### config.mk
export PLATFORM = sky130hd
export DESIGN_NAME = cpu_instruction_timing
export DESIGN_NICKNAME = d
export VERILOG_FILES = /design/src/hw/cpu_timing_pkg.sv /design/src/hw/operand_address_calc.sv /design/src/hw/cpu_instruction_timing.sv
export VERILOG_INCLUDE_DIRS = /design/src /design/src/hw
export SDC_FILE = /design/constraint.sdc
export NUM_CORES = 1
export LEC_CHECK = 0
export ABC_AREA = 1
export ABC_CLOCK_PERIOD_IN_PS = 2000
export BUFFER_PORTS_ARGS = -buffer_cell sky130_fd_sc_hd__buf_2
export CAP_MARGIN = 10
export CELL_PAD_IN_SITES_DETAIL_PLACEMENT = 1
export CELL_PAD_IN_SITES_GLOBAL_PLACEMENT = 1
export CORE_MARGIN = 3
export CORE_UTILIZATION = 39
export CTS_CLUSTER_DIAMETER = 30
export DETAILED_ROUTE_END_ITERATION = 6
export GPL_ROUTABILITY_DRIVEN = 0
export PLACE_DENSITY = 0.82
export SYNTH_ARGS = -nofsm -noshare
export SYNTH_HDL_FRONTEND = slang
export SYNTH_HIERARCHICAL = 1
export SYNTH_SLANG_ARGS = --single-unit
### constraint.sdc
create_clock -name core_clk_i -period 2 [get_ports core_clk_i]
set_input_delay 0.4 -clock core_clk_i [delete_from_list [all_inputs] [get_ports core_clk_i]]
set_output_delay 0.4 -clock core_clk_i [all_outputs]
set_load 0.02 [all_outputs]
### src/hw/cpu_timing_map.svh
`ifndef CPU_TIMING_MAP_SVH
`define CPU_TIMING_MAP_SVH

// ****************************************
// Widths
// ****************************************
`define OPC_W 8
`define PC_W 16
`define CNT_W 4
`define LEN_W 2
`define BANK_W 2
`define RD_TIMING_W 2

// ****************************************
// Instruction lengths in bytes
// ****************************************
`define LEN_1 2'h1
`define LEN_2 2'h2
`define LEN_3 2'h3

// ****************************************
// Cycle counts with prefetch on
// ****************************************
`define CYC_1 4'h1
`define CYC_2 4'h2
`define CYC_3 4'h3
`define CYC_IND_CMP 4'h4
`define CYC_MUL 4'h4
`define CYC_SHORT_JMP 4'h4
`define CYC_LONG_JMP 4'h5
`define CYC_RET 4'h6
`define CYC_DIV 4'h8
`define CYC_EXT_MOVE 4'h3
`define BRANCH_EXTRA 4'h2
`define CODE_RD_MIN 4'h4
`define CODE_RD_MAX 4'h7

// ****************************************
// Opcode fields and special codes
// ****************************************
`define OPC_HI 7:4
`define OPC_LO 3:0
`define OPC_RN 2:0
`define OPC_RI 0
`define OPC_PAGE 7:5
`define PC_PAGE 15:11
`define SFR_BIT 7
`define SPARE_OPC 8'ha5
`define BANK_SHIFT 3

`endif

### src/hw/cpu_timing_pkg.sv
package cpu_timing_pkg;

	// Branch condition classes
	typedef enum logic [3:0] {
		BR_NONE, BR_BIT_CLR, BR_BIT, BR_NBIT, BR_CARRY, BR_NCARRY,
		BR_ZERO, BR_NZERO, BR_CMP, BR_DEC_NZ
	} branch_kind_t;

	// Where a branch target comes from
	typedef enum logic [1:0] {
		TGT_NONE, TGT_REL, TGT_ABS11, TGT_ABS16
	} target_kind_t;

	// Sequencer states
	typedef enum logic {
		ST_IDLE, ST_EXEC
	} seq_state_t;

	// Static decode of one opcode
	typedef struct packed {
		logic [1:0] len;
		logic [3:0] cyc;
		branch_kind_t br;
		target_kind_t tgt;
		logic code_rd;
		logic ext;
		logic xwrite;
		logic spare;
	} decode_t;

	// Operand values the branch test needs
	typedef struct packed {
		logic [7:0] acc;
		logic carry;
		logic bit_val;
		logic [7:0] cmp_lhs;
		logic [7:0] cmp_rhs;
	} cond_in_t;

	// Addresses formed from the operand bytes
	typedef struct packed {
		logic [7:0] reg_addr;
		logic [7:0] ind_addr;
		logic [7:0] direct_addr;
		logic direct_is_sfr;
		logic [15:0] rel_target;
		logic [15:0] abs11_target;
		logic [15:0] abs16_target;
	} addr_out_t;

	// Whole state of the timing sequencer
	typedef struct packed {
		seq_state_t st;
		logic [3:0] remain;
		logic busy;
		logic done;
		logic [3:0] cycles;
		logic [1:0] bytes;
		logic taken;
		logic tgt_valid;
		logic [15:0] target;
		logic [7:0] reg_addr;
		logic [7:0] ind_addr;
		logic [7:0] direct_addr;
		logic direct_is_sfr;
		logic ext;
		logic xwrite;
		logic flash_write;
		logic flash_erase;
		logic bit_clear;
		logic spare_nop;
		logic parity;
		logic timing_valid;
	} seq_t;

endpackage : cpu_timing_pkg

### src/hw/operand_address_calc.sv
`timescale 1ns/10ps
`default_nettype none
`include "cpu_timing_map.svh"

// ****************************************
// Operand and branch address forming
// ****************************************
module operand_address_calc (
	input wire logic [7:0] opcode_i,
	input wire logic [7:0] op1_i,
	input wire logic [7:0] op2_i,
	input wire logic [1:0] len_i,
	input wire logic [15:0] next_pc_i,
	input wire logic [1:0] bank_i,
	output cpu_timing_pkg::addr_out_t addr_o
);

	// Rel byte is the last byte of a two- or three-byte instruction (op2 if three bytes, else op1)
	logic [7:0] rel_byte;
	// Bank base address, eight bytes per bank
	logic [7:0] bank_base;

	// Combinational address forming
	always_comb begin
		rel_byte = (len_i == `LEN_3) ? op2_i : op1_i;
		bank_base = 8'({bank_i, 3'h0});
		addr_o.reg_addr = bank_base | 8'(opcode_i[`OPC_RN]);
		// indirect only via R0 or R1
		addr_o.ind_addr = bank_base | 8'(opcode_i[`OPC_RI]);
		addr_o.direct_addr = op1_i;
		addr_o.direct_is_sfr = op1_i[`SFR_BIT];
		addr_o.rel_target = next_pc_i + {{8{rel_byte[7]}}, rel_byte};
		// page bits kept from next address
		addr_o.abs11_target = {next_pc_i[`PC_PAGE], opcode_i[`OPC_PAGE], op1_i};
		addr_o.abs16_target = {op1_i, op2_i};
	end

endmodule : operand_address_calc
`default_nettype wire

### src/hw/cpu_instruction_timing.sv
`timescale 1ns/10ps
`default_nettype none
`include "cpu_timing_map.svh"

module cpu_instruction_timing (
	input wire logic core_clk_i,
	input wire logic resetn_i,
	// Opcode presented by the fetch stage
	input wire logic start_i,
	input wire logic [7:0] opcode_i,
	input wire logic [7:0] op1_i,
	input wire logic [7:0] op2_i,
	input wire logic [15:0] next_pc_i,
	// Core state the decode depends on
	input wire logic [1:0] bank_i,
	input wire cpu_timing_pkg::cond_in_t cond_i,
	// Flash timing controls
	input wire logic prefetch_enable_bit_i,
	input wire logic [1:0] flash_read_timing_field_i,
	input wire logic code_rd_misaligned_i,
	input wire logic flash_write_enable_i,
	input wire logic flash_erase_enable_i,
	// Timing results
	output logic busy_o,
	output logic end_o,
	output logic [3:0] cycle_count_o,
	output logic [1:0] byte_count_o,
	output logic taken_o,
	output logic target_valid_o,
	output logic [15:0] target_o,
	// Operand addresses
	output logic [7:0] reg_addr_o,
	output logic [7:0] ind_addr_o,
	output logic [7:0] direct_addr_o,
	output logic direct_is_sfr_o,
	// External data and flash
	output logic ext_access_o,
	output logic ext_write_o,
	output logic flash_write_o,
	output logic flash_erase_o,
	// Side effects and flags
	output logic bit_clear_o,
	output logic spare_nop_o,
	output logic parity_o,
	output logic timing_valid_o
);

	// ****************************************
	// Opcode decode
	// ****************************************

	function automatic cpu_timing_pkg::decode_t decode_op(input logic [7:0] op);
		cpu_timing_pkg::decode_t d;
		logic [3:0] hi;
		logic [3:0] lo;
		d = '{len: `LEN_1, cyc: `CYC_1, br: cpu_timing_pkg::BR_NONE,
			tgt: cpu_timing_pkg::TGT_NONE, default: 1'b0};
		hi = op[`OPC_HI];
		lo = op[`OPC_LO];
		if (lo[3]) begin
			// Bank register column
			unique case (hi)
				4'h7, 4'h8, 4'ha: begin
					d.len = `LEN_2;
					d.cyc = `CYC_2;
				end
				4'hb: begin
					d.len = `LEN_3;
					d.cyc = `CYC_3;
					d.br = cpu_timing_pkg::BR_CMP;
				end
				4'hd: begin
					d.len = `LEN_2;
					d.cyc = `CYC_2;
					d.br = cpu_timing_pkg::BR_DEC_NZ;
				end
				default: ;
			endcase
		end else if (lo[3:1] == 3'h3) begin
			d.cyc = `CYC_2;
			unique case (hi)
				4'h7, 4'h8, 4'ha: d.len = `LEN_2;
				4'hb: begin
					d.len = `LEN_3;
					d.cyc = `CYC_IND_CMP;
					d.br = cpu_timing_pkg::BR_CMP;
				end
				default: ;
			endcase
		end else if (lo == 4'h5) begin
			// Direct byte column
			d.len = `LEN_2;
			d.cyc = `CYC_2;
			unique case (hi)
				4'h7, 4'h8: begin
					d.len = `LEN_3;
					d.cyc = `CYC_3;
				end
				4'ha: begin
					d.len = `LEN_1;
					d.cyc = `CYC_1;
					d.spare = 1'b1;
				end
				4'hb, 4'hd: begin
					d.len = `LEN_3;
					d.cyc = `CYC_3;
					d.br = (hi == 4'hb) ? cpu_timing_pkg::BR_CMP
						: cpu_timing_pkg::BR_DEC_NZ;
				end
				default: ;
			endcase
		end else if (lo == 4'h4) begin
			// Accumulator and immediate column
			unique case (hi)
				4'h2, 4'h3, 4'h4, 4'h5, 4'h6, 4'h7, 4'h9: begin
					d.len = `LEN_2;
					d.cyc = `CYC_2;
				end
				4'h8: d.cyc = `CYC_DIV;
				4'ha: d.cyc = `CYC_MUL;
				4'hb: begin
					d.len = `LEN_3;
					d.cyc = `CYC_3;
					d.br = cpu_timing_pkg::BR_CMP;
				end
				default: ;
			endcase
		end else if (lo == 4'h3) begin
			unique case (hi)
				4'h4, 4'h5, 4'h6: begin
					d.len = `LEN_3;
					d.cyc = `CYC_3;
				end
				4'h7: d.cyc = `CYC_SHORT_JMP;
				4'h8, 4'h9: d.code_rd = 1'b1;
				4'he, 4'hf: begin
					d.cyc = `CYC_EXT_MOVE;
					d.ext = 1'b1;
					d.xwrite = hi[0];
				end
				default: ;
			endcase
		end else if (lo == 4'h2) begin
			unique case (hi)
				4'h0, 4'h1: begin
					d.len = `LEN_3;
					d.cyc = `CYC_LONG_JMP;
					d.tgt = cpu_timing_pkg::TGT_ABS16;
				end
				4'h2, 4'h3: d.cyc = `CYC_RET;
				4'he, 4'hf: begin
					d.cyc = `CYC_EXT_MOVE;
					d.ext = 1'b1;
					d.xwrite = hi[0];
				end
				default: begin
					d.len = `LEN_2;
					d.cyc = `CYC_2;
				end
			endcase
		end else if (lo == 4'h1) begin
			// Page-absolute jump and call
			d.len = `LEN_2;
			d.cyc = `CYC_SHORT_JMP;
			d.tgt = cpu_timing_pkg::TGT_ABS11;
		end else begin
			// Column zero: bit branches, jumps, moves
			unique case (hi)
				4'h0: ;
				4'h1, 4'h2, 4'h3: begin
					d.len = `LEN_3;
					d.cyc = `CYC_3;
					d.br = (hi == 4'h1) ? cpu_timing_pkg::BR_BIT_CLR
						: (hi == 4'h2) ? cpu_timing_pkg::BR_BIT
						: cpu_timing_pkg::BR_NBIT;
				end
				4'h4, 4'h5, 4'h6, 4'h7: begin
					d.len = `LEN_2;
					d.cyc = `CYC_2;
					d.br = (hi == 4'h4) ? cpu_timing_pkg::BR_CARRY
						: (hi == 4'h5) ? cpu_timing_pkg::BR_NCARRY
						: (hi == 4'h6) ? cpu_timing_pkg::BR_ZERO
						: cpu_timing_pkg::BR_NZERO;
				end
				4'h8: begin
					d.len = `LEN_2;
					d.cyc = `CYC_SHORT_JMP;
					d.tgt = cpu_timing_pkg::TGT_REL;
				end
				4'h9: begin
					d.len = `LEN_3;
					d.cyc = `CYC_3;
				end
				4'he, 4'hf: begin
					d.cyc = `CYC_EXT_MOVE;
					d.ext = 1'b1;
					d.xwrite = hi[0];
				end
				default: begin
					d.len = `LEN_2;
					d.cyc = `CYC_2;
				end
			endcase
		end
		// Conditional branches target relative
		if (d.br != cpu_timing_pkg::BR_NONE) begin
			d.tgt = cpu_timing_pkg::TGT_REL;
		end
		return d;
	endfunction : decode_op

	// Branch condition test on datapath values
	function automatic logic branch_true(input cpu_timing_pkg::branch_kind_t br,
		input cpu_timing_pkg::cond_in_t c);
		unique case (br)
			cpu_timing_pkg::BR_BIT_CLR, cpu_timing_pkg::BR_BIT: return c.bit_val;
			cpu_timing_pkg::BR_NBIT: return !c.bit_val;
			cpu_timing_pkg::BR_CARRY: return c.carry;
			cpu_timing_pkg::BR_NCARRY: return !c.carry;
			cpu_timing_pkg::BR_ZERO: return c.acc == 8'h00;
			cpu_timing_pkg::BR_NZERO: return c.acc != 8'h00;
			cpu_timing_pkg::BR_CMP: return c.cmp_lhs != c.cmp_rhs;
			// Source is tested against one, not the decremented value against zero
			cpu_timing_pkg::BR_DEC_NZ: return c.cmp_lhs != 8'h01;
			default: return 1'b0;
		endcase
	endfunction : branch_true

	// ****************************************
	// Address forming
	// ****************************************

	// Decoded opcode, shared with the address unit
	cpu_timing_pkg::decode_t dec;
	// Addresses formed from operand bytes
	cpu_timing_pkg::addr_out_t addr;

	assign dec = decode_op(opcode_i);

	operand_address_calc u_addr (
		.opcode_i(opcode_i),
		.op1_i(op1_i),
		.op2_i(op2_i),
		.len_i(dec.len),
		.next_pc_i(next_pc_i),
		.bank_i(bank_i),
		.addr_o(addr)
	);

	// ****************************************
	// Sequencer
	// ****************************************

	// Registered state and its next value
	cpu_timing_pkg::seq_t seq_reg;
	cpu_timing_pkg::seq_t seq_next;

	// Next-state logic
	always_comb begin
		logic tk;
		logic [3:0] n;
		logic [4:0] rd_sum;
		tk = 1'b0;
		n = `CYC_1;
		rd_sum = 5'h00;
		seq_next = seq_reg;
		seq_next.parity = ^cond_i.acc;
		// Strobes last one cycle
		seq_next.done = 1'b0;
		seq_next.bit_clear = 1'b0;
		seq_next.flash_write = 1'b0;
		seq_next.flash_erase = 1'b0;
		seq_next.ext = 1'b0;
		unique case (seq_reg.st)
			cpu_timing_pkg::ST_IDLE: begin
				if (start_i) begin
					tk = branch_true(dec.br, cond_i);
					n = dec.cyc;
					// code read, alignment and flash timing
					if (dec.code_rd) begin
						rd_sum = 5'(`CODE_RD_MIN) + 5'(code_rd_misaligned_i)
							+ 5'(flash_read_timing_field_i);
						n = (rd_sum > 5'(`CODE_RD_MAX)) ? `CODE_RD_MAX : rd_sum[3:0];
					end
					if (tk) begin
						n = n + `BRANCH_EXTRA;
					end
					// plain cycle count, no machine cycles
					seq_next.cycles = n;
					seq_next.remain = n - `CYC_1;
					seq_next.bytes = dec.len;
					seq_next.taken = tk;
					seq_next.tgt_valid = tk || (dec.br == cpu_timing_pkg::BR_NONE
						&& dec.tgt != cpu_timing_pkg::TGT_NONE);
					unique case (dec.tgt)
						cpu_timing_pkg::TGT_REL: seq_next.target = addr.rel_target;
						cpu_timing_pkg::TGT_ABS11: seq_next.target = addr.abs11_target;
						cpu_timing_pkg::TGT_ABS16: seq_next.target = addr.abs16_target;
						default: seq_next.target = next_pc_i;
					endcase
					seq_next.reg_addr = addr.reg_addr;
					seq_next.ind_addr = addr.ind_addr;
					seq_next.direct_addr = addr.direct_addr;
					seq_next.direct_is_sfr = addr.direct_is_sfr;
					seq_next.bit_clear = tk && (dec.br == cpu_timing_pkg::BR_BIT_CLR);
					seq_next.ext = dec.ext;
					seq_next.xwrite = dec.xwrite;
					seq_next.flash_write = dec.ext && dec.xwrite
						&& flash_write_enable_i && !flash_erase_enable_i;
					seq_next.flash_erase = dec.ext && dec.xwrite
						&& flash_write_enable_i && flash_erase_enable_i;
					seq_next.spare_nop = dec.spare;
					// counts hold only with prefetch on
					seq_next.timing_valid = prefetch_enable_bit_i;
					// end strobe in the last cycle
					if (n == `CYC_1) begin
						seq_next.done = 1'b1;
					end else begin
						seq_next.busy = 1'b1;
						seq_next.st = cpu_timing_pkg::ST_EXEC;
					end
				end
			end
			cpu_timing_pkg::ST_EXEC: begin
				// Count down the remaining cycles
				seq_next.remain = seq_reg.remain - `CYC_1;
				if (seq_reg.remain == `CYC_1) begin
					seq_next.done = 1'b1;
					seq_next.busy = 1'b0;
					seq_next.st = cpu_timing_pkg::ST_IDLE;
				end
			end
		endcase
	end

	// State register
	always_ff @(posedge core_clk_i or negedge resetn_i) begin
		if (!resetn_i) begin
			seq_reg <= '{st: cpu_timing_pkg::ST_IDLE, default: '0};
		end else begin
			seq_reg <= seq_next;
		end
	end

	// ****************************************
	// Outputs straight from state
	// ****************************************
	assign busy_o = seq_reg.busy;
	assign end_o = seq_reg.done;
	assign cycle_count_o = seq_reg.cycles;
	assign byte_count_o = seq_reg.bytes;
	assign taken_o = seq_reg.taken;
	assign target_valid_o = seq_reg.tgt_valid;
	assign target_o = seq_reg.target;
	assign reg_addr_o = seq_reg.reg_addr;
	assign ind_addr_o = seq_reg.ind_addr;
	assign direct_addr_o = seq_reg.direct_addr;
	assign direct_is_sfr_o = seq_reg.direct_is_sfr;
	assign ext_access_o = seq_reg.ext;
	assign ext_write_o = seq_reg.xwrite;
	assign flash_write_o = seq_reg.flash_write;
	assign flash_erase_o = seq_reg.flash_erase;
	assign bit_clear_o = seq_reg.bit_clear;
	assign spare_nop_o = seq_reg.spare_nop;
	assign parity_o = seq_reg.parity;
	assign timing_valid_o = seq_reg.timing_valid;

endmodule : cpu_instruction_timing
`default_nettype wire

; Yosys cells after proc, flatten, opt, wreduce, memory -nomap -nowiden
; Cells that the tools add are included.
[totals]
output_inout_bits = 59
elab_cells = 177
register_bits = 58
in_bits = 77
[classes]
n_reduce_logical = 37
n_lt_le_gt_ge = 1
eq_ne = 40
mux = 69
n_addsub = 6
n_bitwise = 3
[op_table]
columns = operator, n
row1 = 2-to-1 mux 62 bit, 1
row2 = one-hot mux 16 bit (3 select lines), 1
row3 = "== test 4 x 3 -> 1 bit, second input constant", 10
row4 = 2-to-1 mux 10 bit, 4
row5 = "== test 4 bit, second input constant", 9
row6 = 2-to-1 mux 4 bit, 9
row7 = 2-to-1 mux 6 bit, 6
row8 = 2-to-1 mux 2 bit, 13
row9 = "== test 4 x 2 -> 1 bit, second input constant", 6
row10 = one-hot mux 6 bit (2 select lines), 2
row11 = "== test 4 x 1 -> 1 bit, second input constant", 5
row12 = OR reduction 4 bit, 5
row13 = one-hot mux 3 bit (3 select lines), 2
row14 = adder 16 bit, 1
row15 = one-hot mux 2 bit (2 select lines), 4
row16 = one-hot mux 4 bit (4 select lines), 1
row17 = 2-to-1 mux 5 bit, 3
row18 = 2-to-1 mux 1 bit, 14
row19 = one-hot mux 7 bit (2 select lines), 1
row20 = one-hot mux 3 bit (2 select lines), 2
row21 = OR reduction 2 bit, 6
row22 = OR reduction 3 bit, 4
row23 = logical NOT 4 bit, 2
row24 = logical NOT 8 bit, 1
row25 = other kinds (32), 44

; Depth between registers and ports, before layout
[logic_depth]
depth_word = 24
ltp_mapped = 27
ltp_nobuf = 26

; Modules after synthesis
; Netlist, hierarchy kept.
[by_module_without_submodules]
columns = mod, cells_per_inst, seq_area_each_um2, area_each_um2, n_inst
row1 = cpu_instruction_timing, 642, 1601.5, 4444.3, 1
row2 = operand_address_calc, 249, 0.0, 1492.7, 1

; Worst setup path after synthesis
; OpenSTA, ideal clock, no wires.
[synth_timing]
path_type = input port to flip-flop
from = input opcode_i[3]
to = register seq_reg, in the netlist target_o[14]
t_required_ps = 1878
slack_ps = -1665
setup_time_ps = 122
arrival_ps = 3543
n_path_buf = 1
path_stages = 26
path_cell_list = buf_2 -> inv_2 -> nand2_2 -> nor2_1 -> nand2_1 -> o21a_1 -> o21ai_0 -> nand3_1 -> o211ai_1 -> nand2_1 -> nand2_4 -> mux2_2 -> ha_1 -> fa_1 -> nand2_1 -> nand2_1 -> nand3b_1 -> nand2_2 -> nand2_1 -> nand2_1 -> nand2_1 -> nand2_1 -> a221oi_1 -> nand2_1 -> nand2_1 -> o21ai_1
[synth_lines]
columns = element, line
row1 = from (decl), cpu_instruction_timing.sv:10  ; input wire logic [7:0] opcode_i,
row2 = to (signal assigned), cpu_instruction_timing.sv:341  ; seq_reg <= seq_next;
row3 = to (decl), cpu_instruction_timing.sv:255  ; cpu_timing_pkg::seq_t seq_reg;

==> impl_metrics.csv <==
group,metric,value,unit
synthesis,synth-xor-area-share,0.0162,
worst_hold_path,min_path_type,"input port to async pin",
timing,finalMaxSlewViolations,0,
worst_setup_path,path_max_fanout,8,
timing,period_needed,4.24,ns
floorplan,rows,44,
cells_and_area,utilization,0.629,
timing,worst_slack,-2.24,ns
detailed_routing,drt_iter0_drc,822,
placement,placed_cells,1233,
timing,rsz0062_at_grt,"yes",
synthesis,synth.cell_area,0.00594,sq mm
job,maxCapViolCount,0,
worst_setup_path,slowest_stage,"mux2_4",
worst_setup_path,critPathRequiredTime,2.23,ns
worst_setup_path,cp_data_arrival_time,4.47,ns
synthesis,yosysUniqueCellTypes,44,
synthesis,avgSynthCellArea,6.66,sq um
floorplan,die_y,129,um
cells_and_area,syn_to_final_growth,55.7,%
synthesis,synthFlopType,"dfrtp_1",
clock_network,clock_latency,0.35,ns
worst_setup_path,r2r_cells,6,
clock_network,htreeDepth,3,
floorplan,fp.dieW,129,um
synthesis,synth_edf_count,0,
synthesis,yosysTopAreaCellShare,0.270,
detailed_routing,drc,0,
synthesis,async_reset_ff_frac,1.00,
timing,setup_viol,30,
detailed_routing,wire_per_inst,28.4,um
cells_and_area,diodes,0,
placement,place_hpwl,16.2,mm
clock_network,numCtsBuffers,9,
global_routing,antenna_found_initial,0,
pwr,power.leakage,4.94,nW
detailed_routing,postRouteAntennaNets,0,
global_routing,grt_pass1_vias,7597,
synthesis,yosysMostFrequentCell,"nand2_1",
floorplan,core_area,0.0147,sq mm
worst_setup_path,r2r_setup_slack,0.03,ns
floorplan,initial_core_util,0.404,
run_status,violations,"negative setup slack",
detailed_routing,firstDrtPassIters,5,
global_routing,grt_max_degree,49,
timing,fmax,236,MHz
clock_network,clk_pin_slew,0.07,ns
clock_network,cts.sinks,64,
run_status,status,"finished, violations left",
synthesis,syn-instance-count,891,
worst_setup_path,r2r_start,"seq_reg[63]",
global_routing,grt.total_usage,0.342,
cells_and_area,drive_gt1_frac,0.528,
synthesis,yosys_warnings,6,
worst_setup_path,slowest_delay,0.33,ns
synthesis,synthSimpleGateAreaFrac,0.342,
cells_and_area,fin_nets,1225,
worst_setup_path,critPathBufInv,3,
timing,min_period_over_period,2.12,
clock_network,clock_path_buffers,2,
worst_setup_path,startpoint_type,"input port",
synthesis,yosys-top-cells-area,"dfrtp_1 (27%), nand2_1 (21%), buf_4 (13%)",
worst_setup_path,cp_top_family,"simple AND/OR/NAND/NOR gates",
floorplan,die-area,0.0167,sq mm
pwr,p_per_area,992,mW/mm^2
cells_and_area,largest_reg_flops,16,
detailed_routing,num_vias,8018,
placement,post-place-ws,-1.92,ns
placement,place_area,0.00726,sq mm
timing,tightest_slew,0.533,ns
worst_setup_path,worstSetupPathType,"input port to flip-flop",
worst_setup_path,r2r_end,"target_o[7]",
synthesis,synth_common_cells,"nand2_1 (332), buf_4 (103), inv_1 (82)",
synthesis,synth-seq-cells,64,
detailed_routing,wl,37.2,mm
pwr,p_total,9.17,mW
synthesis,synthAdderAreaFrac,0.0603,
cells_and_area,final_cells,1309,
global_routing,grt_overflow,0,
worst_setup_path,cp-end-kind,"flip-flop",
timing,final_hold_viol_count,0,
timing,slew_headroom,0.645,
floorplan,io_pins,136,
synthesis,ys_seq_area_frac,0.270,
clock_network,cts_root_buf,"clkbuf_16",
detailed_routing,routed_via_density,6.13,
global_routing,grt_pass1_wl,43.6,mm
synthesis,synth-compound-area-share,0.0896,
placement,io_buffers,135,
synthesis,synth.area.mux_share,0.0133,
clock_network,cts_tree,"done",
synthesis,synth_area_leader_cell,"dfrtp_1",
worst_setup_path,timing.critical_path.mode_cell,"nand2_1",
timing,fin_worst_skew,0.0101,ns
cells_and_area,final_cell_area,0.00924,sq mm
synthesis,synth_top_family_by_area,"simple AND/OR/NAND/NOR gates",
pwr,peakVddDrop,0.000569,V
## how the worst max path moves through the flow
stage                            from           end  depth (start not counted)
final                     opcode_i[2]  target_o[13]                         26
after global routing      opcode_i[2]  target_o[13]                         26
after CTS                 opcode_i[3]  target_o[14]                         26
after detailed placement  opcode_i[6]  target_o[13]                         25
after global placement    opcode_i[6]  target_o[12]                         27
after floorplan           opcode_i[3]  target_o[14]                         26
## per-layer routing
layer  global-route usage  vias up  routed length, um
met1                0.386     3893              12700
met2                0.591      658              17200
met3               0.0664      300               3290
met5                    0        -                  0
met4                0.216        0               3970
li1                     -     3167                  -
## layout by cell type, fill, tap and decap left out, types with 11 or more instances in the layout
cell type	instances
nand2_4	27
buf_2	127
nand2_2	68
inv_2	19
a221oi_2	13
dfrtp_1	64
nor2_2	12
nor2_4	13
ha_4	19
o21ai_2	12
nand2_1	252
inv_1	73
nor2_1	41
buf_4	161
nand3_1	24
buf_6	32
buf_12	11
o21ai_1	12
## through the flow
stage | setup TNS, ns | hold slack (ns)
global route | -46.50 | 0.0243
detailed placement | -34.26 | 0.366
CTS | -26.72 | 0.00517
global placement | -30.58 | 0.365
floorplan | -19.13 | 0.104
finish | -45.12 | 0.0248
## area by class of cell
type | instances | area [sq um]
Clock inverter | 5 | 56.3
Inverter | 98 | 400
Tap cell | 184 | 230
Timing Repair Buffer | 332 | 2440
Sequential cell | 64 | 1600
Clock buffer | 11 | 243
Fill cell | 1805 | 5460
Multi-Input combinational cell | 615 | 4270
## cells by family (layout without fill, tap and decap cells)
kind of cell	after synthesis	in the layout
and+or+nand+nor	475	477
buffers and inverters	221	446
AOI/OAI and AO/OA	84	84
DFF	64	64
adders and majority gates	28	28
xor gates and xnor gates	11	11
muxes	7	7
other	1	8
## where the power goes
part	internal [mW]	total [mW]	leakage, nW	switching [mW]
Clock	0.999	1.67	0.145	0.671
Combinational	1.88	5.24	4.00	3.36
Sequential	1.85	2.27	0.794	0.418
Total	4.73	9.17	4.94	4.45
## timing repair
item,4_1_cts,5_1_grt
cloned,2,1
hold buffers,0,0
gates resized for setup,145,145
setup buffers,44,31
setup endpoints to repair,29,30
pin swaps,58,74
Note: power is estimated with default switching activity, not from simulation.
